`config.mk`:
```
export PLATFORM = sky130hd
export DESIGN_NAME = irqp_priority_regs
export DESIGN_NICKNAME = d
export VERILOG_FILES = /design/src/rtl/irqp_pkg.sv /design/src/rtl/irqp_bus_if.sv /design/src/rtl/irqp_level_decode.sv /design/src/rtl/irqp_bus_port.sv /design/src/rtl/irqp_priority_regs.sv
export SDC_FILE = /design/constraint.sdc
export NUM_CORES = 1
export LEC_CHECK = 0
export BUFFER_PORTS_ARGS = -buffer_cell sky130_fd_sc_hd__buf_2
export CAP_MARGIN = 30
export CORE_ASPECT_RATIO = 0.8
export CORE_MARGIN = 2
export CORE_UTILIZATION = 46
export DETAILED_ROUTE_END_ITERATION = 10
export PLACE_DENSITY = 0.7
export SLEW_MARGIN = 20
export SYNTH_ARGS = -nofsm -noshare
export SYNTH_HDL_FRONTEND = slang
export SYNTH_HIERARCHICAL = 1
export SYNTH_SLANG_ARGS = --single-unit
```
`constraint.sdc`:
```
create_clock -name sys_clk -period 26.6 [get_ports sys_clk]
set_clock_uncertainty 0.05 [all_clocks]
set_input_delay 5.32 -clock sys_clk [delete_from_list [all_inputs] [get_ports sys_clk]]
set_output_delay 5.32 -clock sys_clk [all_outputs]
set_load 0.05 [all_outputs]
```
`src/rtl/irqp_pkg.sv`:
```
package irqp_pkg;

  // Source count and split between debug and peripheral classes
  localparam int IRQP_NUM_SRC = 19;
  localparam int IRQP_NUM_DEBUG = 5;
  localparam int IRQP_SRC_W = 5;

  // Register word indices (byte address is four times the index)
  localparam logic [2:0] IRQP_IDX_BREAK_STEP = 3'h0;
  localparam logic [2:0] IRQP_IDX_DEBUG_CHAN = 3'h1;
  localparam logic [2:0] IRQP_IDX_SYSTEM = 3'h2;
  localparam logic [2:0] IRQP_IDX_PORT_CAN = 3'h3;
  localparam logic [2:0] IRQP_IDX_PENDING = 3'h4;

  // Reset value of every priority register
  localparam logic [15:0] IRQP_PRIO_RESET = 16'h0000;

  // Writable bits per register; all other bits are reserved
  localparam logic [15:0] IRQP_MASK_BREAK_STEP = 16'h3C00;
  localparam logic [15:0] IRQP_MASK_DEBUG_CHAN = 16'h003F;
  localparam logic [15:0] IRQP_MASK_SYSTEM = 16'hFFCF;
  localparam logic [15:0] IRQP_MASK_PORT_CAN = 16'hFFFC;

  // Field positions (low bit of each 2-bit field)
  localparam int IRQP_LSB_BREAKPOINT0 = 12;
  localparam int IRQP_LSB_STEP_COUNTER = 10;
  localparam int IRQP_LSB_DEBUG_RX_FULL = 4;
  localparam int IRQP_LSB_DEBUG_TX_EMPTY = 2;
  localparam int IRQP_LSB_TRACE_BUFFER = 0;
  localparam int IRQP_LSB_FLASH_EMPTY = 14;
  localparam int IRQP_LSB_FLASH_DONE = 12;
  localparam int IRQP_LSB_FLASH_ERROR = 10;
  localparam int IRQP_LSB_PLL_LOCK = 8;
  localparam int IRQP_LSB_LOW_VOLTAGE = 6;
  localparam int IRQP_LSB_EXT_B = 2;
  localparam int IRQP_LSB_EXT_A = 0;
  localparam int IRQP_LSB_PORT_D = 14;
  localparam int IRQP_LSB_PORT_E = 12;
  localparam int IRQP_LSB_PORT_F = 10;
  localparam int IRQP_LSB_CAN_MSG = 8;
  localparam int IRQP_LSB_CAN_WAKE = 6;
  localparam int IRQP_LSB_CAN_ERR = 4;
  localparam int IRQP_LSB_CAN_BUS_OFF = 2;

  // Field code that disables a source
  localparam logic [1:0] IRQP_FIELD_OFF = 2'h0;

  typedef enum logic [1:0] {
    IRQP_BUS_IDLE = 2'b01,
    IRQP_BUS_ANSWER = 2'b10
  } irqp_bus_state_t;

endpackage : irqp_pkg

```
`src/rtl/irqp_bus_if.sv`:
```
`timescale 1ns/1ps
`default_nettype none

interface irqp_bus_if;
  logic wr_en;
  logic hit;
  logic [2:0] index;
  logic [15:0] wdata;
  logic [1:0] lanes;
  logic [31:0] rdata;

  modport port (
    output wr_en, hit, index, wdata, lanes,
    input rdata
  );

  modport regs (
    input wr_en, hit, index, wdata, lanes,
    output rdata
  );
endinterface : irqp_bus_if

`default_nettype wire

```
`src/rtl/irqp_level_decode.sv`:
```
`timescale 1ns/1ps
`default_nettype none

module irqp_level_decode
  import irqp_pkg::*;
#(
  parameter bit IS_DEBUG = 1'b0
) (
  // Clock and reset
  input wire logic sys_clk,
  input wire logic reset,
  // Field and raw request
  input wire logic [1:0] field,
  input wire logic request,
  // Decoded outputs
  output logic enable,
  output logic [1:0] level,
  output logic pending
);

  wire field_on = (field != IRQP_FIELD_OFF);
  // Debug class counts 1..3, peripherals 0..2
  wire [1:0] next_level = IS_DEBUG ? field :
                          (field_on ? field - 2'h1 : 2'h0);

  always_ff @(posedge sys_clk) begin
    if (reset) begin
      enable <= 1'b0;
      level <= 2'h0;
      pending <= 1'b0;
    end else begin
      enable <= field_on;
      level <= next_level;
      pending <= request && field_on;
    end
  end

endmodule : irqp_level_decode

`default_nettype wire

```
`src/rtl/irqp_bus_port.sv`:
```
`timescale 1ns/1ps
`default_nettype none

module irqp_bus_port
  import irqp_pkg::*;
#(
  parameter int ADDR_W = 5
) (
  // Clock and reset
  input wire logic sys_clk,
  input wire logic reset,
  // Avalon-MM slave
  input wire logic [ADDR_W-1:0] avs_address,
  input wire logic avs_read,
  input wire logic avs_write,
  input wire logic [31:0] avs_writedata,
  input wire logic [3:0] avs_byteenable,
  output logic [31:0] avs_readdata,
  output logic avs_waitrequest,
  // Register side
  irqp_bus_if.port bus
);

  irqp_bus_state_t state;
  wire [ADDR_W-1:0] word = avs_address >> 2;
  wire request = avs_read || avs_write;

  assign bus.hit = (avs_address[1:0] == 2'h0) &&
                   (word <= ADDR_W'(IRQP_IDX_PENDING));
  assign bus.index = word[2:0];
  assign bus.wdata = avs_writedata[15:0];
  assign bus.lanes = avs_byteenable[1:0];
  // Write lands on the edge where the master sees waitrequest low
  assign bus.wr_en = (state == IRQP_BUS_ANSWER) && avs_write;

  always_ff @(posedge sys_clk) begin
    if (reset) begin
      state <= IRQP_BUS_IDLE;
      avs_waitrequest <= 1'b1;
      avs_readdata <= 32'h00000000;
    end else begin
      case (state)
        IRQP_BUS_IDLE: begin
          if (request) begin
            state <= IRQP_BUS_ANSWER;
            avs_waitrequest <= 1'b0;
            avs_readdata <= (avs_read && bus.hit) ? bus.rdata : 32'h0;
          end
        end
        IRQP_BUS_ANSWER: begin
          state <= IRQP_BUS_IDLE;
          avs_waitrequest <= 1'b1;
        end
        default: begin
          state <= IRQP_BUS_IDLE;
          avs_waitrequest <= 1'b1;
        end
      endcase
    end
  end

endmodule : irqp_bus_port

`default_nettype wire

```
`src/rtl/irqp_priority_regs.sv`:
```
`timescale 1ns/1ps
`default_nettype none

module irqp_priority_regs
  import irqp_pkg::*;
#(
  parameter int ADDR_W = 5
) (
  // Clock and reset
  input wire logic sys_clk,
  input wire logic reset,
  // Avalon-MM register slave
  input wire logic [ADDR_W-1:0] avs_address,
  input wire logic avs_read,
  input wire logic avs_write,
  input wire logic [31:0] avs_writedata,
  input wire logic [3:0] avs_byteenable,
  output logic [31:0] avs_readdata,
  output logic avs_waitrequest,
  // Raw requests from the sources
  input wire logic [IRQP_NUM_SRC-1:0] src_request,
  // Decoded levels toward arbitration
  output logic [IRQP_NUM_SRC-1:0] src_enable,
  output logic [2*IRQP_NUM_SRC-1:0] src_level,
  output logic [IRQP_NUM_SRC-1:0] src_pending,
  // Winning request
  output logic top_valid,
  output logic [1:0] top_level,
  output logic [IRQP_SRC_W-1:0] top_source
);

  ////////////////////////////////////////////////////////////////////////////
  // Bus port

  irqp_bus_if bus ();

  irqp_bus_port #(
    .ADDR_W(ADDR_W)
  ) u_bus_port (
    .sys_clk(sys_clk),
    .reset(reset),
    .avs_address(avs_address),
    .avs_read(avs_read),
    .avs_write(avs_write),
    .avs_writedata(avs_writedata),
    .avs_byteenable(avs_byteenable),
    .avs_readdata(avs_readdata),
    .avs_waitrequest(avs_waitrequest),
    .bus(bus)
  );

  ////////////////////////////////////////////////////////////////////////////
  // Priority registers

  logic [15:0] debug_break_step_priority;
  logic [15:0] debug_channel_priority;
  logic [15:0] system_event_priority;
  logic [15:0] port_and_can_priority;

  ////////////////////////////////////////////////////////////////////////////
  // Write path

  // Byte lanes of the low half word
  wire [15:0] lane_mask = {{8{bus.lanes[1]}}, {8{bus.lanes[0]}}};

  // Register select, shared by the write and read paths
  wire sel_break_step = (bus.index == IRQP_IDX_BREAK_STEP);
  wire sel_debug_chan = (bus.index == IRQP_IDX_DEBUG_CHAN);
  wire sel_system = (bus.index == IRQP_IDX_SYSTEM);
  wire sel_port_can = (bus.index == IRQP_IDX_PORT_CAN);
  wire sel_pending = (bus.index == IRQP_IDX_PENDING);

  // Only aligned words inside the map are written
  wire write_hit = bus.wr_en && bus.hit;
  wire write_break_step = write_hit && sel_break_step;
  wire write_debug_chan = write_hit && sel_debug_chan;
  wire write_system = write_hit && sel_system;
  wire write_port_can = write_hit && sel_port_can;

  wire [15:0] keep_break_step = lane_mask & IRQP_MASK_BREAK_STEP;
  wire [15:0] keep_debug_chan = lane_mask & IRQP_MASK_DEBUG_CHAN;
  wire [15:0] keep_system = lane_mask & IRQP_MASK_SYSTEM;
  wire [15:0] keep_port_can = lane_mask & IRQP_MASK_PORT_CAN;

  // Bits outside the enabled lanes keep their old value
  wire [15:0] merged_break_step =
      (debug_break_step_priority & ~keep_break_step) |
      (bus.wdata & keep_break_step);
  wire [15:0] merged_debug_chan =
      (debug_channel_priority & ~keep_debug_chan) |
      (bus.wdata & keep_debug_chan);
  wire [15:0] merged_system =
      (system_event_priority & ~keep_system) |
      (bus.wdata & keep_system);
  wire [15:0] merged_port_can =
      (port_and_can_priority & ~keep_port_can) |
      (bus.wdata & keep_port_can);

  wire [15:0] next_debug_break_step_priority = write_break_step ?
      merged_break_step : debug_break_step_priority;
  wire [15:0] next_debug_channel_priority = write_debug_chan ?
      merged_debug_chan : debug_channel_priority;
  wire [15:0] next_system_event_priority = write_system ?
      merged_system : system_event_priority;
  wire [15:0] next_port_and_can_priority = write_port_can ?
      merged_port_can : port_and_can_priority;

  ////////////////////////////////////////////////////////////////////////////
  // Register storage

  // One short process per register keeps each write path separate
  // Cleared on reset
  always_ff @(posedge sys_clk) begin
    if (reset) begin
      debug_break_step_priority <= IRQP_PRIO_RESET;
    end else begin
      debug_break_step_priority <= next_debug_break_step_priority;
    end
  end

  always_ff @(posedge sys_clk) begin
    if (reset) begin
      debug_channel_priority <= IRQP_PRIO_RESET;
    end else begin
      debug_channel_priority <= next_debug_channel_priority;
    end
  end

  always_ff @(posedge sys_clk) begin
    if (reset) begin
      system_event_priority <= IRQP_PRIO_RESET;
    end else begin
      system_event_priority <= next_system_event_priority;
    end
  end

  always_ff @(posedge sys_clk) begin
    if (reset) begin
      port_and_can_priority <= IRQP_PRIO_RESET;
    end else begin
      port_and_can_priority <= next_port_and_can_priority;
    end
  end

  ////////////////////////////////////////////////////////////////////////////
  // Field extraction

  wire [1:0] breakpoint0_level =
      debug_break_step_priority[IRQP_LSB_BREAKPOINT0 +: 2];
  wire [1:0] step_counter_level =
      debug_break_step_priority[IRQP_LSB_STEP_COUNTER +: 2];

  wire [1:0] debug_rx_full_level =
      debug_channel_priority[IRQP_LSB_DEBUG_RX_FULL +: 2];
  wire [1:0] debug_tx_empty_level =
      debug_channel_priority[IRQP_LSB_DEBUG_TX_EMPTY +: 2];
  wire [1:0] trace_buffer_level =
      debug_channel_priority[IRQP_LSB_TRACE_BUFFER +: 2];

  wire [1:0] flash_buffers_empty_level =
      system_event_priority[IRQP_LSB_FLASH_EMPTY +: 2];
  wire [1:0] flash_command_done_level =
      system_event_priority[IRQP_LSB_FLASH_DONE +: 2];
  wire [1:0] flash_error_level =
      system_event_priority[IRQP_LSB_FLASH_ERROR +: 2];
  wire [1:0] pll_lock_loss_level =
      system_event_priority[IRQP_LSB_PLL_LOCK +: 2];
  wire [1:0] low_voltage_level =
      system_event_priority[IRQP_LSB_LOW_VOLTAGE +: 2];
  wire [1:0] ext_request_b_level =
      system_event_priority[IRQP_LSB_EXT_B +: 2];
  wire [1:0] ext_request_a_level =
      system_event_priority[IRQP_LSB_EXT_A +: 2];

  wire [1:0] port_d_level = port_and_can_priority[IRQP_LSB_PORT_D +: 2];
  wire [1:0] port_e_level = port_and_can_priority[IRQP_LSB_PORT_E +: 2];
  wire [1:0] port_f_level = port_and_can_priority[IRQP_LSB_PORT_F +: 2];
  wire [1:0] can_message_buffer_level =
      port_and_can_priority[IRQP_LSB_CAN_MSG +: 2];
  wire [1:0] can_wakeup_level =
      port_and_can_priority[IRQP_LSB_CAN_WAKE +: 2];
  wire [1:0] can_error_level =
      port_and_can_priority[IRQP_LSB_CAN_ERR +: 2];

  wire [1:0] can_bus_off_level =
      port_and_can_priority[IRQP_LSB_CAN_BUS_OFF +: 2];

  ////////////////////////////////////////////////////////////////////////////
  // Source numbering

  // Numbers seen on top_source and in the pending word;
  // debug class first, so the decode class follows the index
  localparam int SRC_BREAKPOINT0 = 0;
  localparam int SRC_STEP_COUNTER = 1;
  localparam int SRC_DEBUG_RX_FULL = 2;
  localparam int SRC_DEBUG_TX_EMPTY = 3;
  localparam int SRC_TRACE_BUFFER = 4;
  localparam int SRC_FLASH_EMPTY = 5;
  localparam int SRC_FLASH_DONE = 6;
  localparam int SRC_FLASH_ERROR = 7;
  localparam int SRC_PLL_LOCK = 8;
  localparam int SRC_LOW_VOLTAGE = 9;
  localparam int SRC_EXT_B = 10;
  localparam int SRC_EXT_A = 11;
  localparam int SRC_PORT_D = 12;
  localparam int SRC_PORT_E = 13;
  localparam int SRC_PORT_F = 14;
  localparam int SRC_CAN_MSG = 15;
  localparam int SRC_CAN_WAKE = 16;
  localparam int SRC_CAN_ERR = 17;
  localparam int SRC_CAN_BUS_OFF = 18;

  wire [2*IRQP_NUM_SRC-1:0] field_vec;

  // Debug class
  assign field_vec[2*SRC_BREAKPOINT0 +: 2] = breakpoint0_level;
  assign field_vec[2*SRC_STEP_COUNTER +: 2] = step_counter_level;
  assign field_vec[2*SRC_DEBUG_RX_FULL +: 2] = debug_rx_full_level;
  assign field_vec[2*SRC_DEBUG_TX_EMPTY +: 2] = debug_tx_empty_level;
  assign field_vec[2*SRC_TRACE_BUFFER +: 2] = trace_buffer_level;
  // System events
  assign field_vec[2*SRC_FLASH_EMPTY +: 2] = flash_buffers_empty_level;
  assign field_vec[2*SRC_FLASH_DONE +: 2] = flash_command_done_level;
  assign field_vec[2*SRC_FLASH_ERROR +: 2] = flash_error_level;
  assign field_vec[2*SRC_PLL_LOCK +: 2] = pll_lock_loss_level;
  assign field_vec[2*SRC_LOW_VOLTAGE +: 2] = low_voltage_level;
  assign field_vec[2*SRC_EXT_B +: 2] = ext_request_b_level;
  assign field_vec[2*SRC_EXT_A +: 2] = ext_request_a_level;
  // Ports and CAN
  assign field_vec[2*SRC_PORT_D +: 2] = port_d_level;
  assign field_vec[2*SRC_PORT_E +: 2] = port_e_level;
  assign field_vec[2*SRC_PORT_F +: 2] = port_f_level;
  assign field_vec[2*SRC_CAN_MSG +: 2] = can_message_buffer_level;
  assign field_vec[2*SRC_CAN_WAKE +: 2] = can_wakeup_level;
  assign field_vec[2*SRC_CAN_ERR +: 2] = can_error_level;
  assign field_vec[2*SRC_CAN_BUS_OFF +: 2] = can_bus_off_level;

  ////////////////////////////////////////////////////////////////////////////
  // Per-source decode

  genvar gi;
  generate
    for (gi = 0; gi < IRQP_NUM_SRC; gi = gi + 1) begin : g_src
      irqp_level_decode #(
        .IS_DEBUG(gi < IRQP_NUM_DEBUG)
      ) u_decode (
        .sys_clk(sys_clk),
        .reset(reset),
        .field(field_vec[2*gi +: 2]),
        .request(src_request[gi]),
        .enable(src_enable[gi]),
        .level(src_level[2*gi +: 2]),
        .pending(src_pending[gi])
      );
    end
  endgenerate

  ////////////////////////////////////////////////////////////////////////////
  // Read back

  wire [15:0] read_break_step =
      debug_break_step_priority & IRQP_MASK_BREAK_STEP;
  wire [15:0] read_debug_chan =
      debug_channel_priority & IRQP_MASK_DEBUG_CHAN;
  wire [15:0] read_system = system_event_priority & IRQP_MASK_SYSTEM;
  wire [15:0] read_port_can = port_and_can_priority & IRQP_MASK_PORT_CAN;

  // Pending view lags the raw inputs by one cycle
  wire [31:0] read_pending = {{(32 - IRQP_NUM_SRC){1'b0}}, src_pending};

  assign bus.rdata =
      sel_break_step ? {16'h0000, read_break_step} :
      sel_debug_chan ? {16'h0000, read_debug_chan} :
      sel_system ? {16'h0000, read_system} :
      sel_port_can ? {16'h0000, read_port_can} :
      sel_pending ? read_pending :
      32'h00000000;

  ////////////////////////////////////////////////////////////////////////////
  // Arbitration

  // Highest level wins; on a tie the lower source number wins
  logic next_top_valid;
  logic [1:0] next_top_level;
  logic [IRQP_SRC_W-1:0] next_top_source;

  always_comb begin
    next_top_valid = 1'b0;
    next_top_level = 2'h0;
    next_top_source = '0;
    for (int i = 0; i < IRQP_NUM_SRC; i++) begin
      if (src_pending[i] &&
          (!next_top_valid || (src_level[2*i +: 2] > next_top_level)))
      begin
        next_top_valid = 1'b1;
        next_top_level = src_level[2*i +: 2];
        next_top_source = IRQP_SRC_W'(i);
      end
    end
  end

  always_ff @(posedge sys_clk) begin
    if (reset) begin
      top_valid <= 1'b0;
      top_level <= 2'h0;
      top_source <= '0;
    end else begin
      top_valid <= next_top_valid;
      top_level <= next_top_level;
      top_source <= next_top_source;
    end
  end

endmodule : irqp_priority_regs

`default_nettype wire

```
* Word level (Yosys, flattened, before mapping)
Cells that the tools add are included.
** Word-level totals
- Register bits :: 183
- Bits of input ports :: 64
- Output and inout port bits :: 117
- Logic and storage cells :: 322
** Cells by class
- Add/subtract/negate cells :: 14
- Magnitude comparators :: 19
- Equality and inequality tests :: 6
- Muxes and demuxes :: 62
- Bitwise logic cells :: 31
- Reductions and logical operators :: 121
** Operators with widths (number)
- $mux 19 :: 6
- $and 16x16->16 :: 6
- $mux 5 :: 16
- $or 16x16->16 :: 4
- $logic_and 1x1->1 :: 45
- $mux 2 :: 20
- $reduce_bool 2->1 :: 19
- $gt 2x2->1 :: 18
- $not 16->16 :: 2
- $reduce_or 2->1 :: 16
- $sub 2x1->2 const B :: 14
- $mux 1 :: 20
- $logic_or 1x1->1 :: 19
- $logic_not 1->1 :: 18
- $and 16x14->16 :: 1
- $and 16x6->16 :: 1
- $not 14->16 :: 1
- $not 6->16 :: 1
- $not 1->1 :: 15
- $eq 3x2->1 const B :: 2
- $reduce_or 4->1 :: 1
- $eq 3x1->1 const B :: 1
- $eq 3x3->1 const B :: 1
- $le 3x3->1 const B :: 1
- other kinds (5) :: 5

* Depth between registers and ports, before layout
Gate-level depths: netlist of run 1.
- Depth in word-level cells :: 73
- Depth in mapped cells :: 121
- Gate-level depth less buffers :: 119

* Hierarchy
Netlist of run 1, hierarchy kept.
** By module, submodules not included
- irqp_priority_regs :: times used 1, cells an instance 485, area an instance 3858.7 µm², seq. area each 920.9 µm²
- irqp_level_decode (g_src[10].u_decode ...) :: times used 14, cells an instance 12, area an instance 148.9 µm², seq. area each 80.1 µm²
- irqp_bus_port :: times used 1, cells an instance 147, area an instance 1595.3 µm², seq. area each 680.7 µm²
- irqp_level_decode (g_src[0].u_decode ...) :: times used 5, cells an instance 9, area an instance 112.6 µm², seq. area each 80.1 µm²

* Worst setup path after synthesis of run 1
No wires, ideal clock.
- Kind :: register to register
- Start :: register g_src[0].u_decode.pending
- End :: register top_source[0]
- Setup time :: 0.092 ns
- Arrival :: 21.664 ns
- Data required time :: 26.458 ns
- Setup slack :: 4.794 ns
- Stages on the path, launching flop included :: 114
- Buffers on the path :: 2
- Period minus slack after synthesis :: 21.806 ns
- Cells stage by stage :: dfxtp_1 -> buf_6 -> nand2_1 -> ha_1 -> nor2b_1 -> o311a_1 -> a32oi_2 -> ha_1 -> nor2b_1 -> o311ai_4 -> mux2_2 -> ha_1 -> nand2_1 -> o211ai_1 -> and3_4 -> a221oi_2 -> buf_6 -> inv_1 -> (+78 left out) -> o21ai_1 -> nor2_1 -> a31oi_1 -> a21boi_0 -> o21ai_0 -> inv_1 -> ha_1 -> nand2_1 -> o21ai_0 -> a21boi_1 -> nor2_1 -> a21oi_1 -> ha_1 -> a21oi_1 -> a21oi_1 -> o21ai_1 -> inv_1 -> nor4_1
** On the way
- Word-level cells in the longest chain between the ends :: 73
- Elaborated cells between the ends (all ways) :: 126
- Those cells by class :: order compare (18); mux (53); reduce/logical (55)
** RTL lines
- start, declared :: RTL line irqp_level_decode.sv:18 : output logic pending
- start signal, assigned :: RTL line irqp_level_decode.sv:34 : pending <= request && field_on;
- $mux 2 or $mux 1 (tied branches) :: RTL line irqp_priority_regs.sv:292 : if (src_pending[i] &&
- $gt 2x2->1 or $logic_not 1->1 (tied branches) :: RTL line irqp_priority_regs.sv:293 : (!next_top_valid || (src_level[2*i +: 2] > next_top_level)))
- $logic_or 1x1->1 :: RTL line irqp_priority_regs.sv:293
- $logic_and 1x1->1 :: RTL line irqp_priority_regs.sv:292
- $mux 2 or $mux 1 (tied branches) :: RTL line irqp_priority_regs.sv:292
- $gt 2x2->1 or $logic_not 1->1 (tied branches) :: RTL line irqp_priority_regs.sv:293
- $logic_or 1x1->1 :: RTL line irqp_priority_regs.sv:293
- $logic_and 1x1->1 :: RTL line irqp_priority_regs.sv:292
- (+57 left out)
- $gt 2x2->1 or $logic_not 1->1 (tied branches) :: RTL line irqp_priority_regs.sv:293
- $logic_or 1x1->1 :: RTL line irqp_priority_regs.sv:293
- $logic_and 1x1->1 :: RTL line irqp_priority_regs.sv:292
- $mux 2 or $mux 1 (tied branches) :: RTL line irqp_priority_regs.sv:292
- $gt 2x2->1 or $logic_not 1->1 (tied branches) :: RTL line irqp_priority_regs.sv:293
- $logic_or 1x1->1 :: RTL line irqp_priority_regs.sv:293
- $logic_and 1x1->1 :: RTL line irqp_priority_regs.sv:292
- $reduce_or 2->1 (no source line)
- end signal, assigned :: RTL line irqp_priority_regs.sv:310 : top_source <= next_top_source;
- end, declared :: RTL line irqp_priority_regs.sv:29 : output logic [IRQP_SRC_W-1:0] top_source
Several ways; a longest one is shown, not always the timed one.
A chain may end at the register's enable or synchronous reset.

* Worst setup path in the final report of run 1
Ends and elaborated chain as after synthesis.

==> results of run 1 <==
[what timing repair did]
item | in CTS | in global routing
hold buffers | 0 | 0
setup endpoints to repair | 0 | 7
resized for setup | 0 | 5
[how the worst max path moves through the flow]
stage / cells past startpoint / slack, ns / from / to
2_1_floorplan: 113 / 4.79 / g_src[0].u_decode/pending / top_source[0]
3_3_place_gp: 111 / 2.08 / g_src[0].u_decode/pending / top_source[0]
3_5_place_dp: 111 / 1.90 / g_src[0].u_decode/pending / top_source[0]
4_1_cts: 111 / 1.66 / g_src[0].u_decode/pending / top_source[0]
5_1_grt: 111 / 0.21 / g_src[0].u_decode/pending / top_source[0]
6_report: 111 / 2.21 / g_src[0].u_decode/pending / top_source[0]
[worst max-delay path, delay by kind of cell (launching register included)]
kind	cells	cell delay, ns
compound gates	42	9.73
simple gates	38	5.62
fa+ha+maj	19	5.45
mux	7	2.42
buf+inv	5	0.49
flops	1	0.49
[per-layer routing]
metal,track usage,share of wire
met4,0.0561,0.0082
met1,0.327,0.48
met5,0,0.00060
met3,0.0678,0.082
met2,0.336,0.43
[cell type report]
| cell class | instances | area [um2] |
|---|---|---|
| fillers | 1565 | 7700 |
| multi-input cells | 587 | 4490 |
| flip-flops and latches | 156 | 3120 |
| repair buffers | 169 | 863 |
| clock buffers | 20 | 447 |
| well taps | 225 | 282 |
| inverters | 59 | 221 |
| clock inverters | 12 | 138 |
| diodes | 3 | 7.51 |
[report_power, final]
group,total [uW],switching (uW),internal [uW]
sequential,235,0.406,234
clock,242,101,141
combinational,23.3,16.6,6.73
total,500,118,382
[logic make-up after synthesis]
group | count (synthesis)
muxes | 60
other | 1
AOI/OAI and AO/OA | 150
buffers and inverters | 114
and+or+nand+nor | 310
DFF | 156
adders and majority gates | 54
[stage by stage]
step | instance area [um2] | total power, uW | util | hold WS [ns] | std cells
2_1_floorplan | 8150 | 257 | - | 0.390 | 857
3_3_place_gp | 8940 | 263 | 0.518 | 0.390 | 1194
3_5_place_dp | 8950 | 263 | 0.518 | 0.391 | 1195
4_1_cts | 9530 | 504 | 0.552 | 0.414 | 1227
5_1_grt | 9570 | 517 | 0.554 | 0.430 | 1229
6_report | 9570 | 500 | 0.554 | 0.411 | 1231
[placed cells by master, fill, tap and decap left out, drive strengths merged, types with 3 or more instances in the layout]
cell	netlist	layout
mux2	13	13
a21oi	18	18
clkinvlp	0	5
conb	1	13
o21ai	35	35
o211ai	9	9
o21a	3	3
o2bb2ai	32	32
ha	53	53
nand2b	5	5
or2	4	4
inv	59	62
a22oi	11	11
and2	8	8
nor2b	19	19
clkbuf	19	20
nand2	48	48
nand3	5	5
nor2	99	99
o31ai	3	3
diode	0	3
nand4	7	7
buf	36	169
o311a	3	3
nand4b	34	34
and3	6	6
nor3b	21	21
a211oi	5	5
a21boi	4	4
a221oi	3	3
nor4	5	5
nor3	40	40
a31oi	3	3
dfxtp	156	156
a22o	4	4
or3	4	4
mux2i	47	47
==> impl_results.md, run 1 <==
- Outcome: completed
- Die height: 123 um
- Post-CTS Setup Inserts: 0
- Maximum capacitance violations: 0
- Final antenna-violating net count: 0
- RR Endpoint: top_source[0]
- Top flip-flop cell by instance count after synthesis: sky130_fd_sc_hd__dfxtp_1
- Share of synthesized area spent on multiplexers: 0.0781
- Detailed-routing iteration count for the pre-antenna-repair pass: 6
- Main combinational cell family by area after synthesis: simple AND/OR/NAND/NOR gates
- First-pass GRT wire length: 33.2 mm
- Final setup violating endpoints: 0
- DRC viols: 0
- Post-synthesis area per instance: 9.59 um2
- Critical path type: register to register
- Fraction of synthesized cell area in xor and xnor cells: 0
- HP Class: register to register
- Clock sink count: 156
- Final nets: 1107
- Synthesized-area fraction occupied by ao, oa, aoi and oai cells: 0.150
- Clock latency at the later pin of the worst-skew pair: 0.43 ns
- DRT Wirelength: 21.6 mm
- Pin count of the biggest net entering global routing: 90
- Area growth from synthesis to layout: 18.2%
- Top cells by count, synth: sky130_fd_sc_hd__dfxtp_1 (156), sky130_fd_sc_hd__nor2_1 (98), sky130_fd_sc_hd__inv_1 (58)
- Final setup slack of the worst path: 2.21 ns
- DIE AREA: 18700 um2
- Min Tclk post-route: 24.39 ns
- Maximum fanout encountered on the critical timing path: 11
- TritonCTS clock tree: done
- Synth area leader: sky130_fd_sc_hd__dfxtp_1
- Synth async-reset ratio: 0
- Endpoint, Worst Hold: u_bus_port/avs_readdata[0]
- Initial Util: 0.469
- Via count: 6659
- Number of global-route vias before repair: 6012
- Clock buffers created by TritonCTS: 17
- Count of pins over their slew limit: 0
- Combined area of all synthesized cells: 8100 um2
- HP Start: u_bus_port/avs_readdata[0]
- Core box area: 17300 um2
- Area share of the largest cell type after synthesis: 0.385
- Most used cell, CP: sky130_fd_sc_hd__ha_1
- Static Leakage: 0.00394 uW
- Total routing resource utilization after global routing: 0.228
- CP max-delay cell: sky130_fd_sc_hd__a221oi_4
- Worst Max-Slew Pin Slew: 0.942 ns
- Synthesis Warnings: 6
- Arr. time, crit path: 24.67 ns
- WL per Instance: 17.5 um
- Global route total overflow: 0
- Category of the worst setup path launch point: register
- Sequential-to-total area share from yosys stat: 0.385
- Yosys reg bits: 156
- Number of library cell types mapped by synthesis: 77
- Crit end category: register
- Pwr/cell area: 52.2 nW/um2
- FF-to-FF Start: g_src[0].u_decode/pending
- Timing-limited maximum frequency: 41.0 MHz
- Number of DRC markers in iteration 0: 465
- Critical path's largest stage delay: 0.59 ns
- Number of H-tree levels: 4
- Input/output buffers: 162
- Relative max-transition margin: 0.370
- Buffer cell driving the clock tree root: sky130_fd_sc_hd__clkbuf_16
- Dpl ws: 1.90 ns
- Cell with the most instances after synthesis: sky130_fd_sc_hd__dfxtp_1
- Share of the clock period used by the worst path: 0.917
- Placed wire-length estimate: 15.8 mm
- Count of pins on the block boundary: 181
- Site Rows: 43
- Register-to-Register Setup Slack: 2.21 ns
- Via density: 5.41
- Number of antenna violations at the first check in global routing: 4
- Length in cells of the worst reg-to-reg path: 111
- Hold Violations, Final: 0
- Worst supply voltage drop on vdd: 0.0000359 V
- Instance count of the mapped netlist: 845
- Cells taking the most area after synthesis: sky130_fd_sc_hd__dfxtp_1 (39%), sky130_fd_sc_hd__ha_1 (8.2%), sky130_fd_sc_hd__mux2i_1 (5.7%)
- Buffer levels on the longest clock path: 2
- Setup repair after global routing missed its margin: false
- DIE WIDTH: 152 um
- Number of enable-type register cells in the synthesized netlist: 0
- Simple-gate portion of the synthesized area: 0.234
- Post-route setup TNS: 0 ns
- Adder and majority cell fraction of the synthesized area: 0.0831
- Hold Path Stages: 1
- Data required time at the worst endpoint: 26.88 ns
- Routability cong.: 0.911
- Clock transition at the registers of the reported paths: 0.06 ns
- Layout cells sized above 1: 0.290
Power figures use the tool's default switching activity.
==> run 2, diff against run 1 <==
Settings changed: PLACE_DENSITY 0.7 to 0.71, SYNTH_HIERARCHICAL 1 to unset.
==> run 2 against run 1 <==
Effect of this change:
- setup slack worse by 0.31 ns
- fmax is 1.3% lower
- register-to-register slack got worse by 0.31 ns
- count of clock-buffer cells in the layout is the same
- flip-flop and latch count decreased by 13
- synthesized area decreased by 12%
- global-route usage is 0.085 points higher
- synthesized cell count down 2.8%
- routed wire length down 13%
- die area shrank 11%
- critical path type unchanged
- critical endpoint is now top_source[3]
- largest cell class unchanged
==> impl_results.md, run 2 <==
- Outcome: completed
- WL per Instance: 16.2 um (-7.6%)
- Buffer levels on the longest clock path: 2 (unchanged)
- Area share of the largest cell type after synthesis: 0.399 (+0.0138)
- CP max-delay cell: sky130_fd_sc_hd__dfxtp_1
- Final setup slack of the worst path: 1.90 ns (-0.314 ns)
- Hold Path Stages: 1 (unchanged)
- Clock latency at the later pin of the worst-skew pair: 0.42 ns (about the same)
- Global route total overflow: 0 (unchanged)
- DIE AREA: 16600 um2 (-11%)
- Crit end category: register
- Sequential-to-total area share from yosys stat: 0.399 (+0.0138)
- Detailed-routing iteration count for the pre-antenna-repair pass: 5 (-1)
- Cell with the most instances after synthesis: sky130_fd_sc_hd__dfxtp_1
- Post-synthesis area per instance: 8.73 um2 (-8.9%)
- Length in cells of the worst reg-to-reg path: 112 (+0.90%)
- Initial Util: 0.474 (+0.00524)
- Clock buffers created by TritonCTS: 17 (unchanged)
- Post-route setup TNS: 0 ns (unchanged)
- Critical path's largest stage delay: 0.62 ns (+0.03 ns)
- Number of library cell types mapped by synthesis: 67 (-13%)
- DRT Wirelength: 18.7 mm (-13%)
- FF-to-FF Start: g_src[0].u_decode.pending
- Number of global-route vias before repair: 5447 (-9.4%)
- First-pass GRT wire length: 29.1 mm (-12%)
- Routability cong.: 0.918 (+0.77%)
- Relative max-transition margin: 0.478 (+0.108)
- Worst Max-Slew Pin Slew: 0.777 ns (-0.166 ns)
- Number of enable-type register cells in the synthesized netlist: 0 (unchanged)
- Pwr/cell area: 56.0 nW/um2 (+7.2%)
- Timing-limited maximum frequency: 40.5 MHz (-1.3%)
- Static Leakage: 0.00378 uW (-4.0%)
- Synth area leader: sky130_fd_sc_hd__dfxtp_1
- Post-CTS Setup Inserts: 0 (unchanged)
- Critical path type: register to register
- Data required time at the worst endpoint: 26.91 ns (+0.03 ns)
- RR Endpoint: top_source[3]
- Number of antenna repair diodes: 0 (-3)
- Instance count of the mapped netlist: 821 (-2.8%)
- Share of the clock period used by the worst path: 0.929 (+0.0118)
- Core box area: 15100 um2 (-12%)
- Top cells by count, synth: sky130_fd_sc_hd__dfxtp_1 (143), sky130_fd_sc_hd__nor2_1 (114), sky130_fd_sc_hd__inv_1 (56)
- Via count: 6028 (-9.5%)
- DRC viols: 0 (unchanged)
- Count of fill cells added during filler insertion: 1453 (-7.2%)
- Most used cell, CP: sky130_fd_sc_hd__ha_1
- Final antenna-violating net count: 0 (unchanged)
- Arr. time, crit path: 25.02 ns (+0.35 ns)
- Register-to-Register Setup Slack: 1.90 ns (-0.31 ns)
- Buffer cell driving the clock tree root: sky130_fd_sc_hd__clkbuf_16
- Cells taking the most area after synthesis: sky130_fd_sc_hd__dfxtp_1 (40%), sky130_fd_sc_hd__mux2i_1 (7.5%), sky130_fd_sc_hd__ha_1 (6.8%)
- Min Tclk post-route: 24.70 ns (+0.314 ns)
- Pin count of the biggest net entering global routing: 64 (-29%)
- DIE WIDTH: 144 um (-5.8%)
- Yosys reg bits: 143 (-8.3%)
- Top flip-flop cell by instance count after synthesis: sky130_fd_sc_hd__dfxtp_1
- Tot Pwr: 470 uW (-6.0%)
- Input/output buffers: 149 (-8.0%)
- Category of the worst setup path launch point: register
- Number of DRC markers in iteration 0: 391 (-16%)
- Number of antenna violations at the first check in global routing: 1 (-3)
- Final setup violating endpoints: 0 (unchanged)
- Worst supply voltage drop on vdd: 0.0000504 V (+41%)
- Final non-filler cell total: 1156 (-6.1%)
- Synthesis Warnings: 0 (-6)
- Final nets: 1037 (-6.3%)
- Leading cell types in the layout, fill and taps excluded: sky130_fd_sc_hd__buf_2 (152), sky130_fd_sc_hd__dfxtp_1 (143), sky130_fd_sc_hd__nor2_1 (114)
- Total placed cells including tap cells: 1125 (-5.9%)
- Maximum capacitance violations: 0 (unchanged)
- Leading cell type in the layout, fill and taps excluded: sky130_fd_sc_hd__buf_2
- Placed wire-length estimate: 14.4 mm (-9.1%)
- Hold Violations, Final: 0 (unchanged)
- Die height: 116 um (-5.7%)
- Count of pins over their slew limit: 0 (unchanged)
- Number of H-tree levels: 4 (unchanged)
- Combined area of all synthesized cells: 7170 um2 (-12%)
- Maximum fanout encountered on the critical timing path: 13 (+2)
- Via density: 5.21 (-3.6%)
- Layout cells sized above 1: 0.233 (-0.0576)
- CTS-repair resized insts: 0 (unchanged)
- TritonCTS clock tree: done
- Synth async-reset ratio: 0 (unchanged)
- Endpoint, Worst Hold: g_src[15].u_decode.level[0]
- Clock transition at the registers of the reported paths: 0.06 ns (about the same)
- Post-cts hold buffer count: 0 (unchanged)
- Clock sink count: 143 (-8.3%)
- Area growth from synthesis to layout: 17.1%
- Total routing resource utilization after global routing: 0.229 (+0.000845)
- Count of pins on the block boundary: 181 (unchanged)
- Setup repair after global routing missed its margin: false
- Site Rows: 40 (-7.0%)
- Dpl ws: 2.28 ns (+0.383 ns)
- HP Class: register to register
## run 2: layout make-up
class | count | area, um2 | area share
Tap cell | 210 | 263 | 0.0313
Clock buffer | 20 | 457 | 0.0544
Timing Repair Buffer | 158 | 806 | 0.0960
Sequential cell | 143 | 2860 | 0.341
Inverter | 57 | 214 | 0.0255
Clock inverter | 11 | 131 | 0.0156
Multi-Input combinational cell | 557 | 3660 | 0.436
## run 2: logic make-up after synthesis
family	after synthesis	share of synthesized area
muxes	61	0.0880
buffers and inverters	133	0.0979
and+or+nand+nor	293	0.198
AOI/OAI and AO/OA	151	0.149
DFF	143	0.399
other	1	0.000523
adders and majority gates	39	0.0681
## run 2: how the worst max path moves through the flow
stage	from	to	cells after the start	slack [ns]
2_1_floorplan	g_src[0].u_decode.level[1]	top_source[2]	111	4.93
3_3_place_gp	g_src[0].u_decode.pending	top_source[2]	111	2.26
3_5_place_dp	g_src[0].u_decode.pending	top_source[3]	111	2.28
4_1_cts	g_src[0].u_decode.pending	top_source[3]	111	2.10
5_1_grt	g_src[0].u_decode.pending	top_source[3]	112	0.01
6_report	g_src[0].u_decode.pending	top_source[3]	112	1.90
## run 2: routing by layer
layer	global-route usage	part of all wire	routed length, um	vias to the layer above
met3	0.0686	0.084	1580	13
li1	-	-	-	3011
met5	0	0.00069	13	-
met2	0.320	0.42	7830	225
met4	0.0588	0.0086	161	2
met1	0.342	0.49	9120	2777
## run 2: metrics by stage
step | util | hold WS (ns) | instance area (um2)
after global routing | 0.555 | 0.467 | 8400
after global placement | 0.514 | 0.427 | 7770
after detailed placement | 0.516 | 0.430 | 7800
after CTS | 0.555 | 0.438 | 8390
after floorplan | - | 0.394 | 7210
final | 0.555 | 0.435 | 8400
## run 2: critical path: cells and delay by family (launching register included)
kind                     cells  cell delay, ns
buffers and inverters        4            0.61
adder cells (fa/ha/maj)     18            4.92
flip-flops                   1            0.62
AO/OA/AOI/OAI               49           10.53
AND/OR/NAND/NOR             34            5.52
multiplexers                 7            2.37
## run 2: report_power, final
group          internal (uW)  leakage, uW  switching [uW]
Combinational           4.35      0.00235            13.4
Sequential               214      0.00115           0.183
Clock                    143     0.000280            94.3
==> run 3, diff against run 2 <==
Settings changed: REMOVE_ABC_BUFFERS set to 1.
==> run 3 against run 2 <==
Effect of this change:
- critical path depth decreased by 1
- worst hold slack got worse by 0.0054 ns
- routed wire length increased by 2.8%
- total power decreased by 0.53%
- first-iteration DRC count increased by 34%
==> impl_results.md, run 3 (synthesized netlist as in run 2, its figures left out) <==
- Layout cells sized above 1: 0.230 (-0.00211)
- Post-CTS Setup Inserts: 0 (unchanged)
- Met1 layer wirelength in the final routing: 8.78 mm (-3.8%)
- Tot Pwr: 468 uW (-0.53%)
- Critical path's largest stage delay: 0.62 ns (about the same)
- Outcome: completed
- Buffer cell driving the clock tree root: sky130_fd_sc_hd__clkbuf_16
- Site Rows: 40 (unchanged)
- Total routing resource utilization after global routing: 0.235 (+0.00628)
- Hold Violations, Final: 0 (unchanged)
- Routed wl met2: 8.47 mm (+8.2%)
- Buffer levels on the longest clock path: 2 (unchanged)
- Input/output buffers: 149 (unchanged)
- Met3 wirelength from detailed routing: 1.77 mm (+12%)
- Final setup violating endpoints: 0 (unchanged)
- DIE AREA: 16600 um2 (unchanged)
- Via density: 5.31 (+1.8%)
- TritonCTS clock tree: done
- First-pass GRT wire length: 29.9 mm (+2.7%)
- Worst Max-Slew Pin Slew: 0.719 ns (-0.0577 ns)
- Share of the clock period used by the worst path: 0.925 (-0.00362)
- Relative max-transition margin: 0.521 (+0.0428)
- Maximum capacitance violations: 0 (unchanged)
- Final nets: 1037 (unchanged)
- Timing-limited maximum frequency: 40.6 MHz (+0.39%)
- Via count: 6135 (+1.8%)
- HP Class: register to register
- Static Leakage: 0.00378 uW (-0.15%)
- Final antenna-violating net count: 0 (unchanged)
- Min Tclk post-route: 24.61 ns (-0.0964 ns)
- Die height: 116 um (unchanged)
- Most used cell, CP: sky130_fd_sc_hd__ha_1
- Category of the worst setup path launch point: register
- WL per Instance: 16.6 um (+2.8%)
- Pwr/cell area: 55.8 nW/um2 (-0.44%)
- Critical path type: register to register
- Maximum fanout encountered on the critical timing path: 13 (unchanged)
- Area growth from synthesis to layout: 17.0% (about the same)
- Worst supply voltage drop on vdd: 0.0000525 V (+4.0%)
- Detailed-routing iteration count for the pre-antenna-repair pass: 5 (unchanged)
- Routability cong.: 0.880 (-4.2%)
- Uppermost layer routed: met4
- Crit end category: register
- Count of fill cells added during filler insertion: 1440 (-0.89%)
- Clock transition at the registers of the reported paths: 0.06 ns (about the same)
- Number of antenna violations at the first check in global routing: 0 (-1)
- DIE WIDTH: 144 um (unchanged)
- Leading cell types in the layout, fill and taps excluded: sky130_fd_sc_hd__buf_2 (149), sky130_fd_sc_hd__dfxtp_1 (143), sky130_fd_sc_hd__nor2_1 (114)
- CP max-delay cell: sky130_fd_sc_hd__dfxtp_1
- Clock sink count: 143 (unchanged)
- Setup repair after global routing missed its margin: false
- Global route total overflow: 0 (unchanged)
- Pin count of the biggest net entering global routing: 73 (+14%)
- Initial Util: 0.474 (unchanged)
- DRC viols: 0 (unchanged)
- Number of antenna repair diodes: 0 (unchanged)
- Number of global-route vias before repair: 5555 (+2.0%)
- Core box area: 15100 um2 (unchanged)
- Count of pins on the block boundary: 181 (unchanged)
- Post-route setup TNS: 0 ns (unchanged)
- Data required time at the worst endpoint: 26.91 ns (about the same)
- Count of pins over their slew limit: 0 (unchanged)
- Number of DRC markers in iteration 0: 524 (+34%)
- Placed wire-length estimate: 14.5 mm (+0.73%)
- DRT Wirelength: 19.2 mm (+2.8%)
- Leading cell type in the layout, fill and taps excluded: sky130_fd_sc_hd__buf_2
- Arr. time, crit path: 24.92 ns (-0.10 ns)
- Clock latency at the later pin of the worst-skew pair: 0.43 ns (about the same)
- Number of H-tree levels: 4 (unchanged)
- Clock buffers created by TritonCTS: 17 (unchanged)
run 3: cell type report:
| type | count | area [um2] | share of cell area |
|---|---|---|---|
| flip-flops and latches | 143 | 2860 | 0.341 |
| repair buffers | 158 | 811 | 0.0967 |
| clock inverters | 12 | 136 | 0.0163 |
| inverters | 57 | 214 | 0.0255 |
| well taps | 210 | 263 | 0.0313 |
| clock buffers | 19 | 443 | 0.0528 |
| multi-input cells | 557 | 3660 | 0.436 |
run 3: critical path, delay by kind of cell, from the launching register on:
kind / cells / cell delay [ns]
AO/OA/AOI/OAI: 48 / 10.43
adder cells (fa/ha/maj): 18 / 5.02
buffers and inverters: 4 / 0.59
flip-flops: 1 / 0.62
multiplexers: 7 / 2.39
AND/OR/NAND/NOR: 34 / 5.43
run 3: worst paths after layout:
path	cells past startpoint	endpoint	slack, ns	from
worst min register to register	1	g_src[10].u_decode.level[0]	0.43	register
worst max register to register	111	top_source[3]	1.99	g_src[0].u_decode.pending
worst max-delay path	111	top_source[3]	1.99	g_src[0].u_decode.pending
worst min-delay path	1	g_src[10].u_decode.level[0]	0.43	register
run 3: power by group:
group	total [uW]	switching (uW)	internal (uW)	leakage [uW]
combinational	18.5	14.1	4.39	0.00235
sequential	215	0.173	215	0.00115
clock	234	93.9	141	0.000276
total	468	108	359	0.00378
run 3: repair_timing:
| action | 4_1_cts | 5_1_grt |
|---|---|---|
| hold endpoints to repair | 0 | 0 |
| hold buffers | 0 | 0 |
| gates resized for setup | 0 | 2 |
| endpoints found under the setup margin | 0 | 5 |
run 3: metrics by stage:
stage	hold slack (ns)	instance area, um2	util	cells	setup slack, ns
detailed placement	0.423	7800	0.516	1124	2.20
finish	0.430	8390	0.555	1156	1.99
global placement	0.432	7770	0.514	1120	2.40
global route	0.447	8390	0.555	1156	0.0912
floorplan	0.391	6730	-	757	4.67
CTS	0.431	8380	0.554	1155	2.00
run 3: routing by layer:
| layer | GRT usage | vias up |
|---|---|---|
| met3 | 0.0777 | 26 |
| met1 | 0.326 | 2837 |
| li1 | - | 3017 |
| met5 | 0 | - |
| met2 | 0.355 | 255 |
| met4 | 0.0569 | 0 |
